**src/verilog/tpom_pkg.sv**
```systemverilog
package tpom_pkg;

  localparam int ADDR_W = 10;
  localparam int DATA_W = 8;

  localparam logic [ADDR_W-1:0] OFS_BIP_LOW = 10'h104;
  localparam logic [ADDR_W-1:0] OFS_BIP_HIGH = 10'h105;
  localparam logic [ADDR_W-1:0] OFS_REI_LOW = 10'h106;
  localparam logic [ADDR_W-1:0] OFS_REI_HIGH = 10'h107;
  localparam logic [ADDR_W-1:0] OFS_GROUP_CFG = 10'h108;
  localparam logic [ADDR_W-1:0] OFS_CFG_ALARM = 10'h109;
  localparam logic [ADDR_W-1:0] OFS_MON_CTRL = 10'h140;
  localparam logic [ADDR_W-1:0] OFS_EXP_LABEL = 10'h141;
  localparam logic [ADDR_W-1:0] OFS_ACC_LABEL = 10'h142;
  localparam logic [ADDR_W-1:0] OFS_ACCUM_TRIG = 10'h143;

  // tributary_group_config fields
  localparam int GC_REMOTE_DEFECT_IE = 0;
  localparam int GC_REMOTE_FAILURE_IE = 1;
  localparam int GC_LABEL_CHANGE_IE = 2;
  localparam int GC_LABEL_MISMATCH_IE = 3;
  localparam int GC_LABEL_UNSTABLE_IE = 4;
  localparam int GC_BLOCK_PARITY = 5;
  localparam int GC_TYPE_LSB = 6;
  localparam logic [7:0] GROUP_CFG_RESET = 8'hC0;

  // tributary_config_alarm_status writable fields
  localparam int CA_PAYLOAD_FORCE = 5;
  localparam int CA_TERMINATE = 6;
  localparam int CA_EXT_SELECT = 7;
  localparam logic [2:0] CFG_ALARM_RESET = 3'h0;

  // monitor_control fields
  localparam int MC_TU3 = 0;
  localparam int MC_TEN_FRAME = 1;
  localparam int MC_PD_CODE_LSB = 2;
  localparam logic [7:0] MON_CTRL_RESET = 8'h00;

  // V5 / Z7 bit positions, SONET bit n at index 8-n
  localparam int V5_RDI = 0;
  localparam int V5_LABEL_LSB = 1;
  localparam int V5_RFI = 4;
  localparam int V5_REI = 5;
  localparam int Z7_ERDI_LSB = 1;

  localparam logic [3:0] RUN_SHORT = 4'h5;
  localparam logic [3:0] RUN_LONG = 4'hA;
  localparam logic [3:0] LABEL_RUN = 4'h5;
  localparam logic [2:0] UNSTABLE_LIMIT = 3'h5;

  localparam int CLK_PERIOD_NS = 40;
  localparam int ACCUM_TIME_NS = 10000;
  localparam int ACCUM_MAX_CYCLES = ACCUM_TIME_NS / CLK_PERIOD_NS;

  typedef enum logic [1:0] {
    TRIB_TU2,
    TRIB_VT3,
    TRIB_TU12,
    TRIB_TU11
  } trib_type_t;

  typedef struct packed {
    logic mf_valid;
    logic [7:0] v5;
    logic [7:0] z7;
    logic [7:0] tu3_label;
    logic [3:0] tu3_rei;
    logic [7:0] bip_err;
  } ovh_sample_t;

  typedef struct packed {
    logic [ADDR_W-1:0] addr;
    logic [DATA_W-1:0] wdata;
    logic wr;
    logic rd;
  } reg_req_t;

  typedef struct packed {
    logic lop;
    logic lom;
    logic global_ais;
  } alarm_in_t;

endpackage

```
**src/verilog/persist_filter.sv**
```systemverilog
`timescale 1ns/1ps
module persist_filter
  import tpom_pkg::*;
#(
  parameter int W = 1
)
(
  input wire logic i_clk,
  input wire logic i_srst,
  input wire logic i_sample,
  input wire logic [W-1:0] i_value,
  input wire logic [3:0] i_run_len,
  output logic [W-1:0] o_value
);

  typedef struct packed {
    logic [W-1:0] cand;
    logic [3:0] run;
    logic [W-1:0] value;
  } filt_state_t;

  filt_state_t st;
  filt_state_t next_st;

  initial
  begin
    if (W < 1)
      $error("persist_filter: W must be at least 1");
  end

  always_comb
  begin
    next_st = st;
    if (i_sample)
    begin
      if (i_value == st.cand)
      begin
        if (st.run != 4'hF)
          next_st.run = st.run + 4'h1;
      end
      else
      begin
        next_st.cand = i_value;
        next_st.run = 4'h1;
      end
      // A run longer than needed keeps the value; only a new run moves it
      if (next_st.run >= i_run_len)
        next_st.value = next_st.cand;
    end
  end

  always_ff @(posedge i_clk)
  begin
    if (i_srst)
      st <= '0;
    else
      st <= next_st;
  end

  assign o_value = st.value;

endmodule // persist_filter

```
**src/verilog/tributary_path_overhead_monitor.sv**
```systemverilog
// Local design decision: strobed register access.
`timescale 1ns/1ps
// Functional notes
// - TU3 mode reports all 16 bits of the remote error count, low and high bytes.
// - Outside TU3 only 11 count bits are meaningful; upper five read zero.
// - Remote errors are counted continuously; readable count covers the last interval.
// - Writing the accumulate trigger copies and restarts the count within 10 us.
// - Interrupt enables and block parity of TUG2 numbers two to seven have no effect in TU3 mode.
// - Remote defect interrupt on every status change when its enable is high.
// - Remote defect from V5 bit 8, or Z7 bits 5 to 7 when selected.
// - Remote failure interrupt on both edges, ignored with Z7 select or TU3.
// - Label change interrupt whenever the accepted label takes a new value.
// - Mismatch interrupt when accepted label starts or stops matching expected label.
// - Unstable interrupt when the label enters or leaves unstable state.
// - Block mode adds one per block with any parity bit wrong.
// - Bit mode adds one for each parity bit in error.
// - Two-bit type field selects TU2, VT3, TU12 or TU11 with 1 to 4 tributaries.
// - Remote defect follows the V5 bit after five or ten equal multiframes.
// - Remote failure follows the V5 bit after five or ten equal multiframes.
// - Extended defect code updates after the same Z7 code persists five or ten.
// - Mismatch status is high while accepted and expected labels differ.
// - Unstable counter counts label changes, clears after five equal multiframes.
// - Unstable status asserts when counter reaches five, negates when cleared.
// - A new label is accepted after five equal consecutive multiframes.
// - Payload defect follows label equal to the defect code for five multiframes.
// - Payload defect force holds the payload defect output high.
// - Terminated paths follow global AIS control; through paths insert on LOP or LOM.
module tributary_path_overhead_monitor
  import tpom_pkg::*;
#(
  parameter int TUG2_INDEX = 1
)
(
  input wire logic i_clk,
  input wire logic i_srst,
  input wire reg_req_t i_req,
  input wire ovh_sample_t i_ovh,
  input wire alarm_in_t i_alarm,
  output logic [DATA_W-1:0] o_rd_data,
  output logic o_irq,
  output logic o_payload_defect_output,
  output logic o_ais_insert,
  output trib_type_t o_trib_type,
  output logic [2:0] o_active_tributaries
);

  typedef struct packed {
    logic [15:0] rei_acc;
    logic [15:0] rei_rd;
    logic [15:0] bip_acc;
    logic [15:0] bip_rd;
    logic [7:0] group_cfg;
    logic [2:0] cfg_alarm;
    logic [7:0] mon_ctrl;
    logic [7:0] exp_label;
    logic [DATA_W-1:0] rd_data;
    logic irq;
    logic [7:0] prev_label;
    logic [2:0] same_run;
    logic [2:0] unstable_cnt;
    logic unstable;
    logic mismatch;
    logic [2:0] prev_defect_view;
    logic prev_rfi;
    logic [7:0] prev_accepted;
    logic pdi;
    logic ais;
    trib_type_t trib_type;
    logic [2:0] active;
  } mon_state_t;

  mon_state_t st;
  mon_state_t next_st;

  logic rdi_f;
  logic rfi_f;
  logic [2:0] erdi_f;
  logic [7:0] accepted_label;
  logic pd_match_f;
  logic tu3;
  logic [3:0] run_len;
  logic [7:0] rx_label;
  logic [7:0] pd_code_ext;

  initial
  begin
    if (TUG2_INDEX < 1 || TUG2_INDEX > 7)
      $error("tributary_path_overhead_monitor: TUG2_INDEX must be 1 to 7");
    if (ACCUM_MAX_CYCLES < 1)
      $error("tributary_path_overhead_monitor: poll latency below one cycle");
  end

  function automatic logic [3:0] ones_count(input logic [7:0] bits);
    logic [3:0] n;
    n = 4'h0;
    for (int i = 0; i < 8; i++)
      n = n + {3'h0, bits[i]};
    return n;
  endfunction

  function automatic trib_type_t decode_type(input logic [1:0] code);
    trib_type_t t;
    case (code)
      2'b00: t = TRIB_TU2;
      2'b01: t = TRIB_VT3;
      2'b10: t = TRIB_TU12;
      2'b11: t = TRIB_TU11;
      default: t = TRIB_TU2;
    endcase
    return t;
  endfunction

  assign tu3 = st.mon_ctrl[MC_TU3];
  assign run_len = st.mon_ctrl[MC_TEN_FRAME] ? RUN_LONG : RUN_SHORT;
  assign rx_label = tu3 ? i_ovh.tu3_label : {5'h00, i_ovh.v5[V5_LABEL_LSB +: 3]};
  assign pd_code_ext = {5'h00, st.mon_ctrl[MC_PD_CODE_LSB +: 3]};

  // Remote defect and failure bits from V5
  persist_filter #(
    .W(1)
  ) u_rdi_filter (
    .i_clk(i_clk),
    .i_srst(i_srst),
    .i_sample(i_ovh.mf_valid),
    .i_value(i_ovh.v5[V5_RDI]),
    .i_run_len(run_len),
    .o_value(rdi_f)
  );

  persist_filter #(
    .W(1)
  ) u_rfi_filter (
    .i_clk(i_clk),
    .i_srst(i_srst),
    .i_sample(i_ovh.mf_valid),
    .i_value(i_ovh.v5[V5_RFI]),
    .i_run_len(run_len),
    .o_value(rfi_f)
  );

  persist_filter #(
    .W(3)
  ) u_erdi_filter (
    .i_clk(i_clk),
    .i_srst(i_srst),
    .i_sample(i_ovh.mf_valid),
    .i_value(i_ovh.z7[Z7_ERDI_LSB +: 3]),
    .i_run_len(run_len),
    .o_value(erdi_f)
  );

  persist_filter #(
    .W(8)
  ) u_label_filter (
    .i_clk(i_clk),
    .i_srst(i_srst),
    .i_sample(i_ovh.mf_valid),
    .i_value(rx_label),
    .i_run_len(LABEL_RUN),
    .o_value(accepted_label)
  );

  persist_filter #(
    .W(1)
  ) u_pd_filter (
    .i_clk(i_clk),
    .i_srst(i_srst),
    .i_sample(i_ovh.mf_valid),
    .i_value(rx_label == pd_code_ext),
    .i_run_len(LABEL_RUN),
    .o_value(pd_match_f)
  );

  always_comb
  begin
    logic cfg_live;
    logic ext_sel;
    logic block_mode;
    logic [2:0] defect_view;
    logic [15:0] rei_inc;
    logic [15:0] bip_inc;
    logic poll;
    logic ev_defect;
    logic ev_failure;
    logic ev_change;
    logic ev_mismatch;
    logic ev_unstable;
    logic next_mismatch;
    cfg_live = 1'b0;
    ext_sel = 1'b0;
    block_mode = 1'b0;
    defect_view = 3'h0;
    rei_inc = 16'h0000;
    bip_inc = 16'h0000;
    poll = 1'b0;
    ev_defect = 1'b0;
    ev_failure = 1'b0;
    ev_change = 1'b0;
    ev_mismatch = 1'b0;
    ev_unstable = 1'b0;
    next_mismatch = 1'b0;
    next_st = st;

    // Group interrupt enables and block parity of TUG2 two to seven are dead in TU3 mode
    cfg_live = !(tu3 && TUG2_INDEX > 1);
    ext_sel = st.cfg_alarm[CA_EXT_SELECT - CA_PAYLOAD_FORCE];
    block_mode = cfg_live && st.group_cfg[GC_BLOCK_PARITY] && !tu3;

    // Register writes
    if (i_req.wr)
    begin
      case (i_req.addr)
        OFS_GROUP_CFG: next_st.group_cfg = i_req.wdata;
        OFS_CFG_ALARM: next_st.cfg_alarm = i_req.wdata[CA_EXT_SELECT:CA_PAYLOAD_FORCE];
        OFS_MON_CTRL: next_st.mon_ctrl = i_req.wdata;
        OFS_EXP_LABEL: next_st.exp_label = i_req.wdata;
        OFS_ACCUM_TRIG: poll = 1'b1;
        default: ;
      endcase
    end

    // Error counting; events of the poll cycle start the new interval
    if (i_ovh.mf_valid)
    begin
      rei_inc = tu3 ? {12'h000, i_ovh.tu3_rei} : {15'h0000, i_ovh.v5[V5_REI]};
      if (block_mode)
        bip_inc = {15'h0000, (|i_ovh.bip_err[1:0])};
      else if (tu3)
        bip_inc = {12'h000, ones_count(i_ovh.bip_err)};
      else
        bip_inc = {12'h000, ones_count({6'h00, i_ovh.bip_err[1:0]})};
    end
    if (poll)
    begin
      // Single-cycle transfer, well inside the poll latency budget
      next_st.rei_rd = tu3 ? st.rei_acc : {5'h00, st.rei_acc[10:0]};
      next_st.bip_rd = tu3 ? st.bip_acc : {5'h00, st.bip_acc[10:0]};
      next_st.rei_acc = rei_inc;
      next_st.bip_acc = bip_inc;
    end
    else
    begin
      next_st.rei_acc = st.rei_acc + rei_inc;
      next_st.bip_acc = st.bip_acc + bip_inc;
    end

    // Label stability tracking per multiframe
    if (i_ovh.mf_valid)
    begin
      next_st.prev_label = rx_label;
      if (rx_label != st.prev_label)
      begin
        next_st.same_run = 3'h1;
        if (st.unstable_cnt != UNSTABLE_LIMIT)
          next_st.unstable_cnt = st.unstable_cnt + 3'h1;
      end
      else if (st.same_run != UNSTABLE_LIMIT)
        next_st.same_run = st.same_run + 3'h1;
      if (next_st.same_run == UNSTABLE_LIMIT)
        next_st.unstable_cnt = 3'h0;
    end
    if (next_st.unstable_cnt == UNSTABLE_LIMIT)
      next_st.unstable = 1'b1;
    else if (next_st.unstable_cnt == 3'h0)
      next_st.unstable = 1'b0;

    next_mismatch = tu3 ? (accepted_label != st.exp_label)
                        : (accepted_label[2:0] != st.exp_label[2:0]);
    next_st.mismatch = next_mismatch;

    // Defect view: V5 defect bit, or extended code when selected
    defect_view = ext_sel ? erdi_f : {2'b00, rdi_f};
    next_st.prev_defect_view = defect_view;
    next_st.prev_rfi = rfi_f;
    next_st.prev_accepted = accepted_label;

    ev_defect = cfg_live && st.group_cfg[GC_REMOTE_DEFECT_IE]
                && (defect_view != st.prev_defect_view);
    ev_failure = cfg_live && !ext_sel && !tu3 && st.group_cfg[GC_REMOTE_FAILURE_IE]
                 && (rfi_f != st.prev_rfi);
    ev_change = cfg_live && st.group_cfg[GC_LABEL_CHANGE_IE]
                && (accepted_label != st.prev_accepted);
    ev_mismatch = cfg_live && st.group_cfg[GC_LABEL_MISMATCH_IE]
                  && (next_mismatch != st.mismatch);
    ev_unstable = cfg_live && st.group_cfg[GC_LABEL_UNSTABLE_IE]
                  && (next_st.unstable != st.unstable);
    next_st.irq = ev_defect || ev_failure || ev_change || ev_mismatch || ev_unstable;

    next_st.pdi = st.cfg_alarm[0] || pd_match_f;

    if (st.cfg_alarm[CA_TERMINATE - CA_PAYLOAD_FORCE])
      next_st.ais = i_alarm.global_ais;
    else
      next_st.ais = i_alarm.lop || i_alarm.lom;

    next_st.trib_type = decode_type(st.group_cfg[GC_TYPE_LSB +: 2]);
    next_st.active = {1'b0, st.group_cfg[GC_TYPE_LSB +: 2]} + 3'h1;

    // Read data stands only in the cycle after the strobe
    next_st.rd_data = '0;
    if (i_req.rd)
    begin
      case (i_req.addr)
        OFS_BIP_LOW: next_st.rd_data = st.bip_rd[7:0];
        OFS_BIP_HIGH: next_st.rd_data = st.bip_rd[15:8];
        OFS_REI_LOW: next_st.rd_data = st.rei_rd[7:0];
        OFS_REI_HIGH: next_st.rd_data = st.rei_rd[15:8];
        OFS_GROUP_CFG: next_st.rd_data = st.group_cfg;
        OFS_CFG_ALARM: next_st.rd_data = {st.cfg_alarm, st.unstable, st.mismatch,
                                          ext_sel ? erdi_f : {1'b0, rfi_f, rdi_f}};
        OFS_MON_CTRL: next_st.rd_data = st.mon_ctrl;
        OFS_EXP_LABEL: next_st.rd_data = st.exp_label;
        OFS_ACC_LABEL: next_st.rd_data = accepted_label;
        default: next_st.rd_data = '0;
      endcase
    end
  end

  always_ff @(posedge i_clk)
  begin
    if (i_srst)
    begin
      st <= '0;
      st.group_cfg <= GROUP_CFG_RESET;
      st.cfg_alarm <= CFG_ALARM_RESET;
      st.mon_ctrl <= MON_CTRL_RESET;
      st.trib_type <= TRIB_TU11;
      st.active <= 3'h4;
    end
    else
      st <= next_st;
  end

  assign o_rd_data = st.rd_data;
  assign o_irq = st.irq;
  assign o_payload_defect_output = st.pdi;
  assign o_ais_insert = st.ais;
  assign o_trib_type = st.trib_type;
  assign o_active_tributaries = st.active;

endmodule // tributary_path_overhead_monitor
```
**config.mk**
```make
export PLATFORM = sky130hd
export DESIGN_NAME = tributary_path_overhead_monitor
export DESIGN_NICKNAME = d
export VERILOG_FILES = /design/src/verilog/tpom_pkg.sv /design/src/verilog/persist_filter.sv /design/src/verilog/tributary_path_overhead_monitor.sv
export SDC_FILE = /design/constraint.sdc
export NUM_CORES = 1
export LEC_CHECK = 0
export ABC_AREA = 1
export BUFFER_PORTS_ARGS = -buffer_cell sky130_fd_sc_hd__buf_2
export CAP_MARGIN = 20
export CORE_MARGIN = 1
export CORE_UTILIZATION = 54
export CTS_CLUSTER_DIAMETER = 30
export CTS_CLUSTER_SIZE = 28
export DETAILED_ROUTE_END_ITERATION = 10
export PLACE_DENSITY = 0.73
export SETUP_SLACK_MARGIN = 0.5
export SLEW_MARGIN = 20
export SYNTH_ARGS = -nofsm -noshare
export SYNTH_HDL_FRONTEND = slang
export SYNTH_SLANG_ARGS = --single-unit
```
**constraint.sdc**
```tcl
create_clock -name i_clk -period 4.6 [get_ports i_clk]
set_clock_uncertainty 0.15 [all_clocks]
set_input_delay 0.69 -clock i_clk [delete_from_list [all_inputs] [get_ports i_clk]]
set_output_delay 0.69 -clock i_clk [all_outputs]
set_load 0.01 [all_outputs]
```
Yosys cells after proc, flatten, opt, wreduce, memory -nomap -nowiden
Cells that the tools add are included.
{"block": "totals", "regBits": 183, "output_inout_bits": 16, "word_cells": 173}
{"block": "op_classes", "addsub": 17, "magnitude_cmp": 5, "eq_ne": 36, "n_mux": 48, "n_bitwise": 1, "n_reduce_logical": 29}
{"operator": "10-bit by 9-bit equality test with 1-bit output, second input constant", "count": 10}
{"operator": "4-bit 2-to-1 mux", "count": 21}
{"operator": "8-bit one-hot mux with 9 select lines", "count": 1}
{"operator": "16-bit 2-to-1 mux", "count": 4}
{"operator": "16-bit adder", "count": 2}
{"operator": "3-bit 2-to-1 mux", "count": 10}
{"operator": "4-bit by 1-bit adder with 4-bit output", "count": 6}
{"operator": "8-bit inequality test", "count": 3}
{"operator": "4-bit by 1-bit adder with 4-bit output, second input constant", "count": 5}
{"operator": "4-bit inequality test, second input constant", "count": 5}
{"operator": "2-bit AND reduction", "count": 9}
{"operator": "8-bit 2-to-1 mux", "count": 2}
{"operator": "4-bit greater-or-equal comparator", "count": 3}
{"operator": "1-bit 2-to-1 mux", "count": 9}
{"operator": "8-bit by 3-bit equality test with 1-bit output", "count": 1}
{"operator": "8-bit equality test", "count": 1}
{"operator": "4-bit by 3-bit greater-or-equal comparator with 1-bit output, second input constant", "count": 2}
{"operator": "1-bit logical AND", "count": 8}
{"operator": "2-bit one-hot mux with 4 select lines", "count": 1}
{"operator": "3-bit by 1-bit adder with 3-bit output, second input constant", "count": 2}
{"operator": "3-bit equality test, second input constant", "count": 2}
{"operator": "1-bit logical OR", "count": 6}
{"operator": "3-bit inequality test", "count": 2}
{"operator": "3-bit inequality test, second input constant", "count": 2}
{"operator": "12 further kinds", "count": 19}

Depth between registers and ports, before layout
Gate-level depths: netlist (run 1).
{"block": "depth", "word_depth": 13, "mapped_depth": 22}

Hierarchy
Synthesis (run 1) repeated with hierarchy kept, for this count alone.
{"block": "unflattened", "hier_cells": 1407, "hier_area_um2": 10186.0}
{"module": "tributary_path_overhead_monitor", "n_inst": 1, "cells_per_inst": 947, "area_each_um2": 6949.2}
{"module": "persist_filter (u_pd_filter ...)", "n_inst": 3, "cells_per_inst": 65, "area_each_um2": 452.9}
{"module": "persist_filter (u_label_filter)", "n_inst": 1, "cells_per_inst": 174, "area_each_um2": 1241.2}
{"module": "persist_filter (u_erdi_filter)", "n_inst": 1, "cells_per_inst": 91, "area_each_um2": 636.9}

Least setup slack after synthesis (run 1)
Ideal clock, no wire load.
{"block": "synth_timing", "kind": "input-to-reg", "start": "input port i_ovh[2] in the netlist's numbering", "end": "register st[99] in the netlist's numbering", "setup_time_ps": 70, "arrival_ps": 4774, "required_ps": 4380, "setup_slack_ps": -394, "stages": 18, "cell_sequence": "inv_1 fa_1 fa_1 fa_1 fa_1 a2111oi_0 fa_1 nand3_1 nand2_1 nand2_1 nor2_1 nand2_1 nor2_1 inv_1 nor2_1 nand2_1 or2_2 a21oi_1"}
{"block": "synth_via", "elab_chain_len": 11}
{"item": "start: declaration", "line": "tributary_path_overhead_monitor.sv:37", "text": "input wire ovh_sample_t i_ovh,"}
{"item": "4-bit by 1-bit adder with 4-bit output (6 in series)", "line": "tributary_path_overhead_monitor.sv:97", "text": "n = n + {3'h0, bits[i]};"}
{"item": "4-bit 2-to-1 mux", "line": "tributary_path_overhead_monitor.sv:228", "text": "else if (tu3)"}
{"item": "4-bit 2-to-1 mux", "line": "tributary_path_overhead_monitor.sv:226", "text": "if (block_mode)"}
{"item": "4-bit 2-to-1 mux", "line": "tributary_path_overhead_monitor.sv:223", "text": "if (i_ovh.mf_valid)"}
{"item": "16-bit adder", "line": "tributary_path_overhead_monitor.sv:244", "text": "next_st.bip_acc = st.bip_acc + bip_inc;"}
{"item": "16-bit 2-to-1 mux", "line": "tributary_path_overhead_monitor.sv:233", "text": "if (poll)"}
{"item": "end signal: assignment", "line": "tributary_path_overhead_monitor.sv:331", "text": "st <= next_st;"}
{"item": "end: declaration", "line": "tributary_path_overhead_monitor.sv:72", "text": "mon_state_t st;"}
Every way passes these cells.
A chain may end at the register's enable or synchronous reset.

Worst setup path after layout (run 1)
{"block": "layout_timing", "start": "input port i_ovh[2] in the netlist's numbering", "end": "register st[93] in the netlist's numbering"}
Same word-level chain as after synthesis.

==> results of run 1 <==
[kinds of logic (layout without fill, tap and decap cells)]
group                      Yosys count  after routing  share of synthesized area, %
and+or+nand+nor                    424            424                          19.4
AOI/OAI and AO/OA                  318            318                          19.7
buffers and inverters              244            320                          10.7
DFF                                183            183                          39.2
adders and majority gates           49             49                          7.05
xor gates and xnor gates            39             39                          3.66
muxes                                2              2                         0.241
[metal layers]
layer	part of all wire (%)	vias up	GRT usage [%]
met1	47	3919	35.4
met5	0	-	0
met3	5.3	35	4.03
li1	-	4304	-
met4	1.6	0	8.84
met2	46	250	43.3
[flip-flops by register name (all words and copies together) (netlist names)]
register,cells
o_payload_defect_output,1
st,116
o_trib_type,2
u_label_filter.o_value,8
o_irq,1
o_ais_insert,1
u_erdi_filter.o_value,3
pd_code_ext,3
u_pd_filter.st,5
u_rfi_filter.st,5
u_label_filter.st,12
o_rd_data,8
u_rdi_filter.st,5
o_active_tributaries,3
u_rdi_filter.o_value,1
u_erdi_filter.st,7
u_rfi_filter.o_value,1
u_pd_filter.o_value,1
[synth_stat cells (2+ instances only)]
library cell / n
o221ai_1: 9
nor2_1: 150
nand2_2: 4
inv_2: 2
buf_2: 5
o21a_1: 6
or2_2: 6
xnor2_1: 11
xor2_1: 28
o22ai_1: 5
a31oi_1: 5
o2111ai_1: 2
dfxtp_1: 183
mux2_2: 2
o31ai_1: 2
nor2_4: 2
nand2_1: 164
clkbuf_1: 32
nor3_1: 10
nand3_1: 59
ha_1: 43
fa_1: 6
a2111oi_0: 2
o21ai_1: 2
o211ai_1: 16
a311oi_1: 2
nor2_2: 3
o41ai_1: 8
a221oi_1: 2
inv_1: 186
nand4_1: 15
a211oi_1: 25
buf_1: 3
buf_4: 13
a21oi_1: 110
o21ai_0: 117
nor4_1: 3
buf_6: 2
[worst max-delay path, cell delays in order]
cell and delay [ns]:
buf_8 0.08, inv_8 0.02, fa_1 0.55, fa_1 0.45
fa_2 0.37, fa_1 0.49, a2111oi_4 0.36, buf_4 0.19
fa_2 0.21, nand3_2 0.07, nand2_2 0.09, nand2_2 0.05
nor2_2 0.10, nand2_1 0.08, buf_4 0.14, buf_4 0.13
buf_4 0.12, buf_4 0.12, buf_4 0.12, nand2_1 0.08
nor2_1 0.05
[area by class of cell]
class / instances / share of cell area, %
Timing Repair Buffer: 100 / 5.60
Inverter: 188 / 6.73
Clock buffer: 23 / 4.51
Sequential cell: 183 / 34.6
Multi-Input combinational cell: 832 / 45.1
Clock inverter: 9 / 0.874
Tap cell: 220 / 2.60
[power by group through the flow]
stage	Combinational [mW]	Sequential, mW	Clock [mW]
CTS	0.295	1.64	1.43
detailed placement	0.288	1.68	0
global route	0.338	1.65	1.50
floorplan	0.206	1.67	0
finish	0.299	1.64	1.42
global placement	0.278	1.68	0
[worst min path at each step]
stage	start	end	cells past startpoint	slack (ns)
floorplan	st[114]	st[114]	2	0.27
global placement	st[117]	st[117]	2	0.29
detailed placement	st[117]	st[117]	2	0.30
CTS	st[117]	st[117]	2	0.32
global route	u_erdi_filter.o_value[0]	u_erdi_filter.o_value[0]	2	0.36
finish	st[117]	st[117]	2	0.31
[through the flow]
stage	total power [mW]	hold WS, ns
2_1_floorplan	1.88	0.273
3_3_place_gp	1.96	0.293
3_5_place_dp	1.97	0.298
4_1_cts	3.37	0.316
5_1_grt	3.49	0.361
6_report	3.36	0.312
[what timing repair did]
action                     in CTS  in global routing
setup endpoints to repair       8                 10
buffers inserted               12                  4
cloned                          0                  0
gates resized for setup        12                 15
pin swaps                       3                  1
==> out/qor.csv, run 1 <==
metric,value,unit
setup_ws,0.221,ns
pwr-share-seq,48.9,%
antenna_found_initial,0,
tns,0,ns
clockBufferDepth,2,
clock-sinks,183,
synth-edff-count,0,
vias,8508,
initial_utilization,55.7,%
layout_common_cells,"inv_1 (184), dfxtp_1 (183), nand2_1 (157)",
wire_per_inst,15.0,um
synth-async-reset-ratio,0,%
rsz0062_at_grt,yes,
grtUsageTotal,26.4,%
setup.worst_path.end_class,flip-flop,
first_pass_iters,5,
synth_top_area_share,39.2,%
fp.coreArea,16800,um^2
syn_avg_cell_area,7.41,um^2
cp_max_fo,2,
yosys_register_bits,183,
fill_cells,1503,
die_w,133,um
syn_to_final_growth,13.5,%
multi_input_area,4780,um^2
slew-limit-headroom,38.0,%
syn_area,9340,um^2
seq_area,3660,um^2
port-buffer-count,70,
clock.fmax,228,MHz
setup_violations,0,
outcome,"complete, no violations",
worstMarginPinSlew,0.926,ns
max_cap_viol_count,0,
power_frac_comb,8.9,%
path_class,primary input to flip-flop,
wl,23300,um
dpl-instance-area,9820,um^2
grt_overflow,0,
clkPwrFrac,42.2,%
die_h,133,um
pre_cts_ws,-0.219,ns
dieArea,17800,um^2
drt_iter0_drc,690,
ctsHtreeMaxLevel,4,
final_common_cell,inv_1,
cts_tree,done,
grt_max_degree,56,
yosysTopAreaCell,dfxtp_1,
period_share,95.2,%
cts-root-buf,clkbuf_16,
synthTopCellsByArea,"dfxtp_1 (39%), inv_1 (7.5%), nand2_1 (6.6%)",
p_int,2.52,mW
yosys_warnings,0,
stdcell_count,1555,
switchingPower,0.836,mW
clk_pin_slew,0.07,ns
r2r-end,st[93],
reg2reg_from,st[52],
synth_flop_cell,dfxtp_1,
via_per_inst,5.47,
critPathRequiredTime,4.78,ns
insertion_delay,0.43,ns
crit_start,i_ovh[2],
postCtsHoldBufs,0,
slew_viol_final,0,
finalHoldViolations,0,
cp-start-kind,primary input,
cts_buffers,17,
grt_pass1_wl,37400,um
layout-drive-gt1-share,13.4,%
dp_hpwl,16500,um
synth_cells,1259,
design_area,10600,um^2
gp_congestion,0.890,
fin_util,63.2,%
rows,47,
dp_cells,1507,
vdd_ir_drop_max,0.271,mV
seq_area_frac_synth,39.2,%
crit_arrival,4.55,ns
crit_path_end,st[93],
synth_cell_type_count,52,
reg2reg_depth,17,
hold_class,flip-flop to flip-flop,
ant_nets,0,
ios,78,
antennaDiodeCount,0,
leakage,4.73,nW
synth_nets,1370,
p_sw_share,24.9,%
power_density,317,nW/um^2
final_nets,1433,
drc,0,
ff2ff_setup_slack,1.27,ns
grt_pass1_vias,7767,
fin_crit,4.38,ns
Note: power is estimated with default switching activity, not from simulation.
==> run 2, diff against run 1 <==
CAP_MARGIN = unset   (was 20)
REMOVE_ABC_BUFFERS = 1   (was unset)
==> out/qor.csv, run 2 (synthesis gave the netlist of run 1 again) <==
metric,value,unit
setup_ws,0.308,ns
crit_arrival,4.43,ns
cpPeakStageDelay,0.56,ns
insertion_delay,0.43,ns
final_nets,1431,
tns,0,ns
drt_iter0_drc,648,
cts-root-buf,clkbuf_16,
stdcell_count,1555,
grt_overflow,0,
setup_violations,0,
outcome,"complete, no violations",
clk_pin_slew,0.06,ns
largest-register,st,
clock.fmax,233,MHz
drc,0,
grt_pass1_wl,37700,um
first_pass_iters,6,
ant_nets,0,
max_cap_viol_count,0,
clkPwrFrac,41.7,%
multi_input_area,4790,um^2
layout-drive-gt1-share,13.5,%
fp.coreArea,16800,um^2
critPathSlowestCell,fa_1,
initial_utilization,55.7,%
layout_common_cells,"inv_1 (183), dfxtp_1 (183), nand2_1 (156)",
grt_max_degree,94,
setup.worst_path.end_class,flip-flop,
seq_area,3660,um^2
gp_congestion,0.888,
worstMarginPinSlew,1.02,ns
power_density,314,nW/um^2
pwr-share-seq,49.5,%
antenna_found_initial,2,
leakage,4.72,nW
ios,78,
cts_buffers,17,
cp-start-kind,primary input,
clockBufferDepth,2,
dp_cells,1508,
power_frac_comb,8.8,%
wire_per_inst,14.9,um
die_h,133,um
path_class,primary input to flip-flop,
cts_tree,done,
critPathRequiredTime,4.74,ns
switchingPower,0.827,mW
p_sw_share,24.9,%
dp_hpwl,16300,um
port-buffer-count,70,
fin_crit,4.29,ns
grt_pass1_vias,7694,
grtUsageTotal,26.8,%
period_share,93.3,%
vdd_ir_drop_max,0.279,mV
p_int,2.49,mW
pre_cts_ws,-0.388,ns
fill_cells,1517,
slew_viol_final,0,
vias,8517,
slew-limit-headroom,31.9,%
ctsHtreeMaxLevel,4,
cp_max_fo,3,
rsz0062_at_grt,yes,
dieArea,17800,um^2
cp_cell_sequence,"buf_6, inv_2, fa_1, fa_1, fa_2, fa_1, a2111oi_2, buf_4, ha_4, nand3_2, nand2_2, a21o_1, nand2_1, nor2_2, nand2_2, nor2_4, nand2_2, buf_6, o21ai_0, a21oi_1",
largest_reg_flops,116,
rows,47,
clock-sinks,183,
syn_to_final_growth,13.3,%
hold_class,primary input to flip-flop,
wl,23100,um
finalHoldViolations,0,
die_w,133,um
via_per_inst,5.48,
postCtsHoldBufs,0,
top_regs,"st (116), u_label_filter.st (12)",
run 2: changes by cell type in the layout (fill, tap and decap cells not counted), sizes merged:
| cell | previous run | this run |
|---|---|---|
| clkinvlp | 3 | 2 |
| diode | 0 | 2 |
| clkinv | 4 | 6 |
| clkbuf | 23 | 21 |
| inv | 189 | 190 |
| buf | 100 | 98 |
run 2: path summary, 6_finish.rpt:
kind / startpoint / endpoint / slack, ns / depth (start not counted)
min: i_alarm[2] / o_ais_insert / 0.32 / 3
max reg2reg: st[52] / st[131] / 1.23 / 18
max: i_ovh[2] / st[102] / 0.31 / 20
min reg2reg: st[69] / o_active_tributaries[0] / 0.32 / 1
run 2: final cells by class:
type | count | area share (%)
well taps | 220 | 2.60
clock buffers | 21 | 4.26
multi-input cells | 832 | 45.3
inverters | 188 | 6.67
clock inverters | 11 | 0.947
repair buffers | 98 | 5.50
diodes | 2 | 0.0473
flip-flops and latches | 183 | 34.6
run 2: metal layers:
metal / routed length [um] / part of all wire [%] / track usage, %
met1: 10800 / 47 / 36.4
met5: 14 / 0.060 / 0
met3: 1430 / 6.2 / 5.06
met4: 318 / 1.4 / 8.08
met2: 10500 / 46 / 43.0
run 2: power groups by stage:
stage,combinational (mW),sequential [mW],clock [mW]
final,0.292,1.64,1.38
after global routing,0.336,1.65,1.46
after global placement,0.273,1.68,0
after detailed placement,0.282,1.68,0
after floorplan,0.184,1.67,0
after CTS,0.290,1.64,1.41
run 2: critical path, delay by kind of cell:
kind,cells,cell delay [ns]
AO/OA/AOI/OAI,4,0.71
AND/OR/NAND/NOR,7,0.68
adder cells (fa/ha/maj),5,1.94
buffers and inverters,4,0.42
run 2: through the flow:
| stage | area [um^2] | utilization [%] | power [mW] | hold slack [ns] |
|---|---|---|---|---|
| floorplan | 9040 | - | 1.86 | 0.273 |
| global placement | 9780 | 58.4 | 1.95 | 0.301 |
| detailed placement | 9780 | 58.4 | 1.96 | 0.305 |
| CTS | 10500 | 62.5 | 3.34 | 0.307 |
| global route | 10600 | 63.1 | 3.44 | 0.331 |
| finish | 10600 | 63.1 | 3.32 | 0.315 |
run 2: what timing repair did:
item	in CTS	in global routing
hold endpoints to repair	0	0
pin swaps	12	10
setup endpoints to repair	9	11
cloned	0	0
buffers inserted	8	5
gates resized for setup	23	19
==> run 3, diff against run 2 <==
PLACE_DENSITY = 0.76   (was 0.73)
==> out/qor.csv, run 3 (synthesis gave the netlist of run 1 again) <==
metric,value,unit
outcome,"complete, no violations",
max_cap_viol_count,0,
insertion_delay,0.44,ns
via_per_inst,5.49,
die_w,133,um
layout_common_cells,"dfxtp_1 (183), inv_1 (182), nand2_1 (158)",
setup.worst_path.end_class,flip-flop,
antenna_found_initial,0,
top_regs,"st (116), u_label_filter.st (12)",
dieArea,17800,um^2
grtUsageTotal,26.6,%
grt_max_degree,57,
dp_hpwl,16400,um
pwr-share-seq,48.1,%
gp_congestion,0.910,
crit_arrival,4.56,ns
largest_reg_flops,116,
clock.fmax,230,MHz
cp_max_fo,3,
final_common_cell,dfxtp_1,
clk_pin_slew,0.06,ns
slew-limit-headroom,31.4,%
wl,23100,um
first_pass_iters,5,
p_total,3.42,mW
largest-register,st,
dpl-instance-area,9810,um^2
drt_iter0_drc,628,
cp_cell_sequence,"buf_6, inv_2, fa_1, fa_1, fa_2, fa_1, a2111oi_2, buf_4, ha_4, nand3_2, nand2_2, a21o_1, nand2_1, nor2_2, nand2_1, nor2_2, nand2_2, or3_1, a21oi_2",
cp-start-kind,primary input,
critPathRequiredTime,4.81,ns
gr-usage-met1,36.3,%
hold_class,flip-flop to flip-flop,
fin_util,63.3,%
ant_nets,0,
stdcell_count,1557,
p_int,2.58,mW
use_met3,4.03,%
ctsHtreeMaxLevel,4,
grt_pass1_wl,37500,um
drc,0,
die_h,133,um
ios,78,
slew_viol_final,0,
grt.met2_usage,42.4,%
cts-root-buf,clkbuf_16,
period_share,94.6,%
finalHoldViolations,0,
p_sw_share,24.5,%
antennaDiodeCount,0,
switchingPower,0.838,mW
design_area,10600,um^2
layout-drive-gt1-share,13.6,%
multi_input_area,4770,um^2
port-buffer-count,70,
final_nets,1435,
fin_hold_ws,0.331,ns
dp_cells,1512,
clockBufferDepth,2,
setup_violations,0,
syn_to_final_growth,13.6,%
cpPeakStageDelay,0.54,ns
worstMarginPinSlew,1.03,ns
seq_area,3660,um^2
power_frac_comb,8.6,%
fill_cells,1484,
vias,8545,
grt_overflow,0,
rows,47,
cts_tree,done,
vdd_ir_drop_max,0.262,mV
pre_cts_ws,-0.365,ns
tns,0,ns
grt-busiest-layer,met2,
leakage,4.73,nW
fin_crit,4.35,ns
critPathSlowestCell,fa_1,
grt_pass1_vias,7855,
power_density,322,nW/um^2
wire_per_inst,14.8,um
setup_ws,0.247,ns
clock-sinks,183,
clkPwrFrac,43.3,%
initial_utilization,55.7,%
rsz0062_at_grt,yes,
fp.coreArea,16800,um^2
crit_top_cell,fa_1,
path_class,primary input to flip-flop,
cts_buffers,17,
run 3: cell count changes in the layout (fill, tap and decap cells not counted), sizes merged:
cell      before  now
buf           98  102
clkinv         6    3
diode          2    0
bufinv         1    2
clkbuf        21   22
clkinvlp       2    3
run 3: critical path, delay by kind of cell:
family	cells	cell delay, ns
fa+ha+maj	5	1.91
buf+inv	3	0.31
simple gates	8	1.01
compound gates	3	0.62
run 3: per-layer routing:
layer,routed length (um),vias up
met2,10400,271
li1,-,4288
met3,1220,37
met5,0,-
met4,558,0
met1,10900,3949
run 3: power by group through the flow:
stage / registers [mW] / clock network, mW / logic [mW]
after floorplan: 1.67 / 0 / 0.184
after global placement: 1.68 / 0 / 0.275
after detailed placement: 1.68 / 0 / 0.282
after CTS: 1.64 / 1.49 / 0.288
after global routing: 1.65 / 1.56 / 0.335
final: 1.64 / 1.48 / 0.293
run 3: final timing paths:
kind,from,end,slack [ns],cells past startpoint
min reg2reg,u_erdi_filter.o_value[0],u_erdi_filter.o_value[0],0.33,2
min,u_erdi_filter.o_value[0],u_erdi_filter.o_value[0],0.33,2
max,i_ovh[2],st[102],0.25,19
max reg2reg,st[52],st[131],1.34,17
run 3: final cells by class:
cell class	count	share of cell area (%)
clock inverters	10	1.12
well taps	220	2.59
inverters	188	6.65
flip-flops and latches	183	34.5
multi-input cells	832	44.9
clock buffers	22	4.47
repair buffers	102	5.70
run 3: timing repair:
action | 4_1_cts | 5_1_grt
hold buffers | 0 | 0
gates resized for setup | 15 | 20
pin swaps | 4 | 6
setup buffers | 9 | 4
setup endpoints to repair | 9 | 10
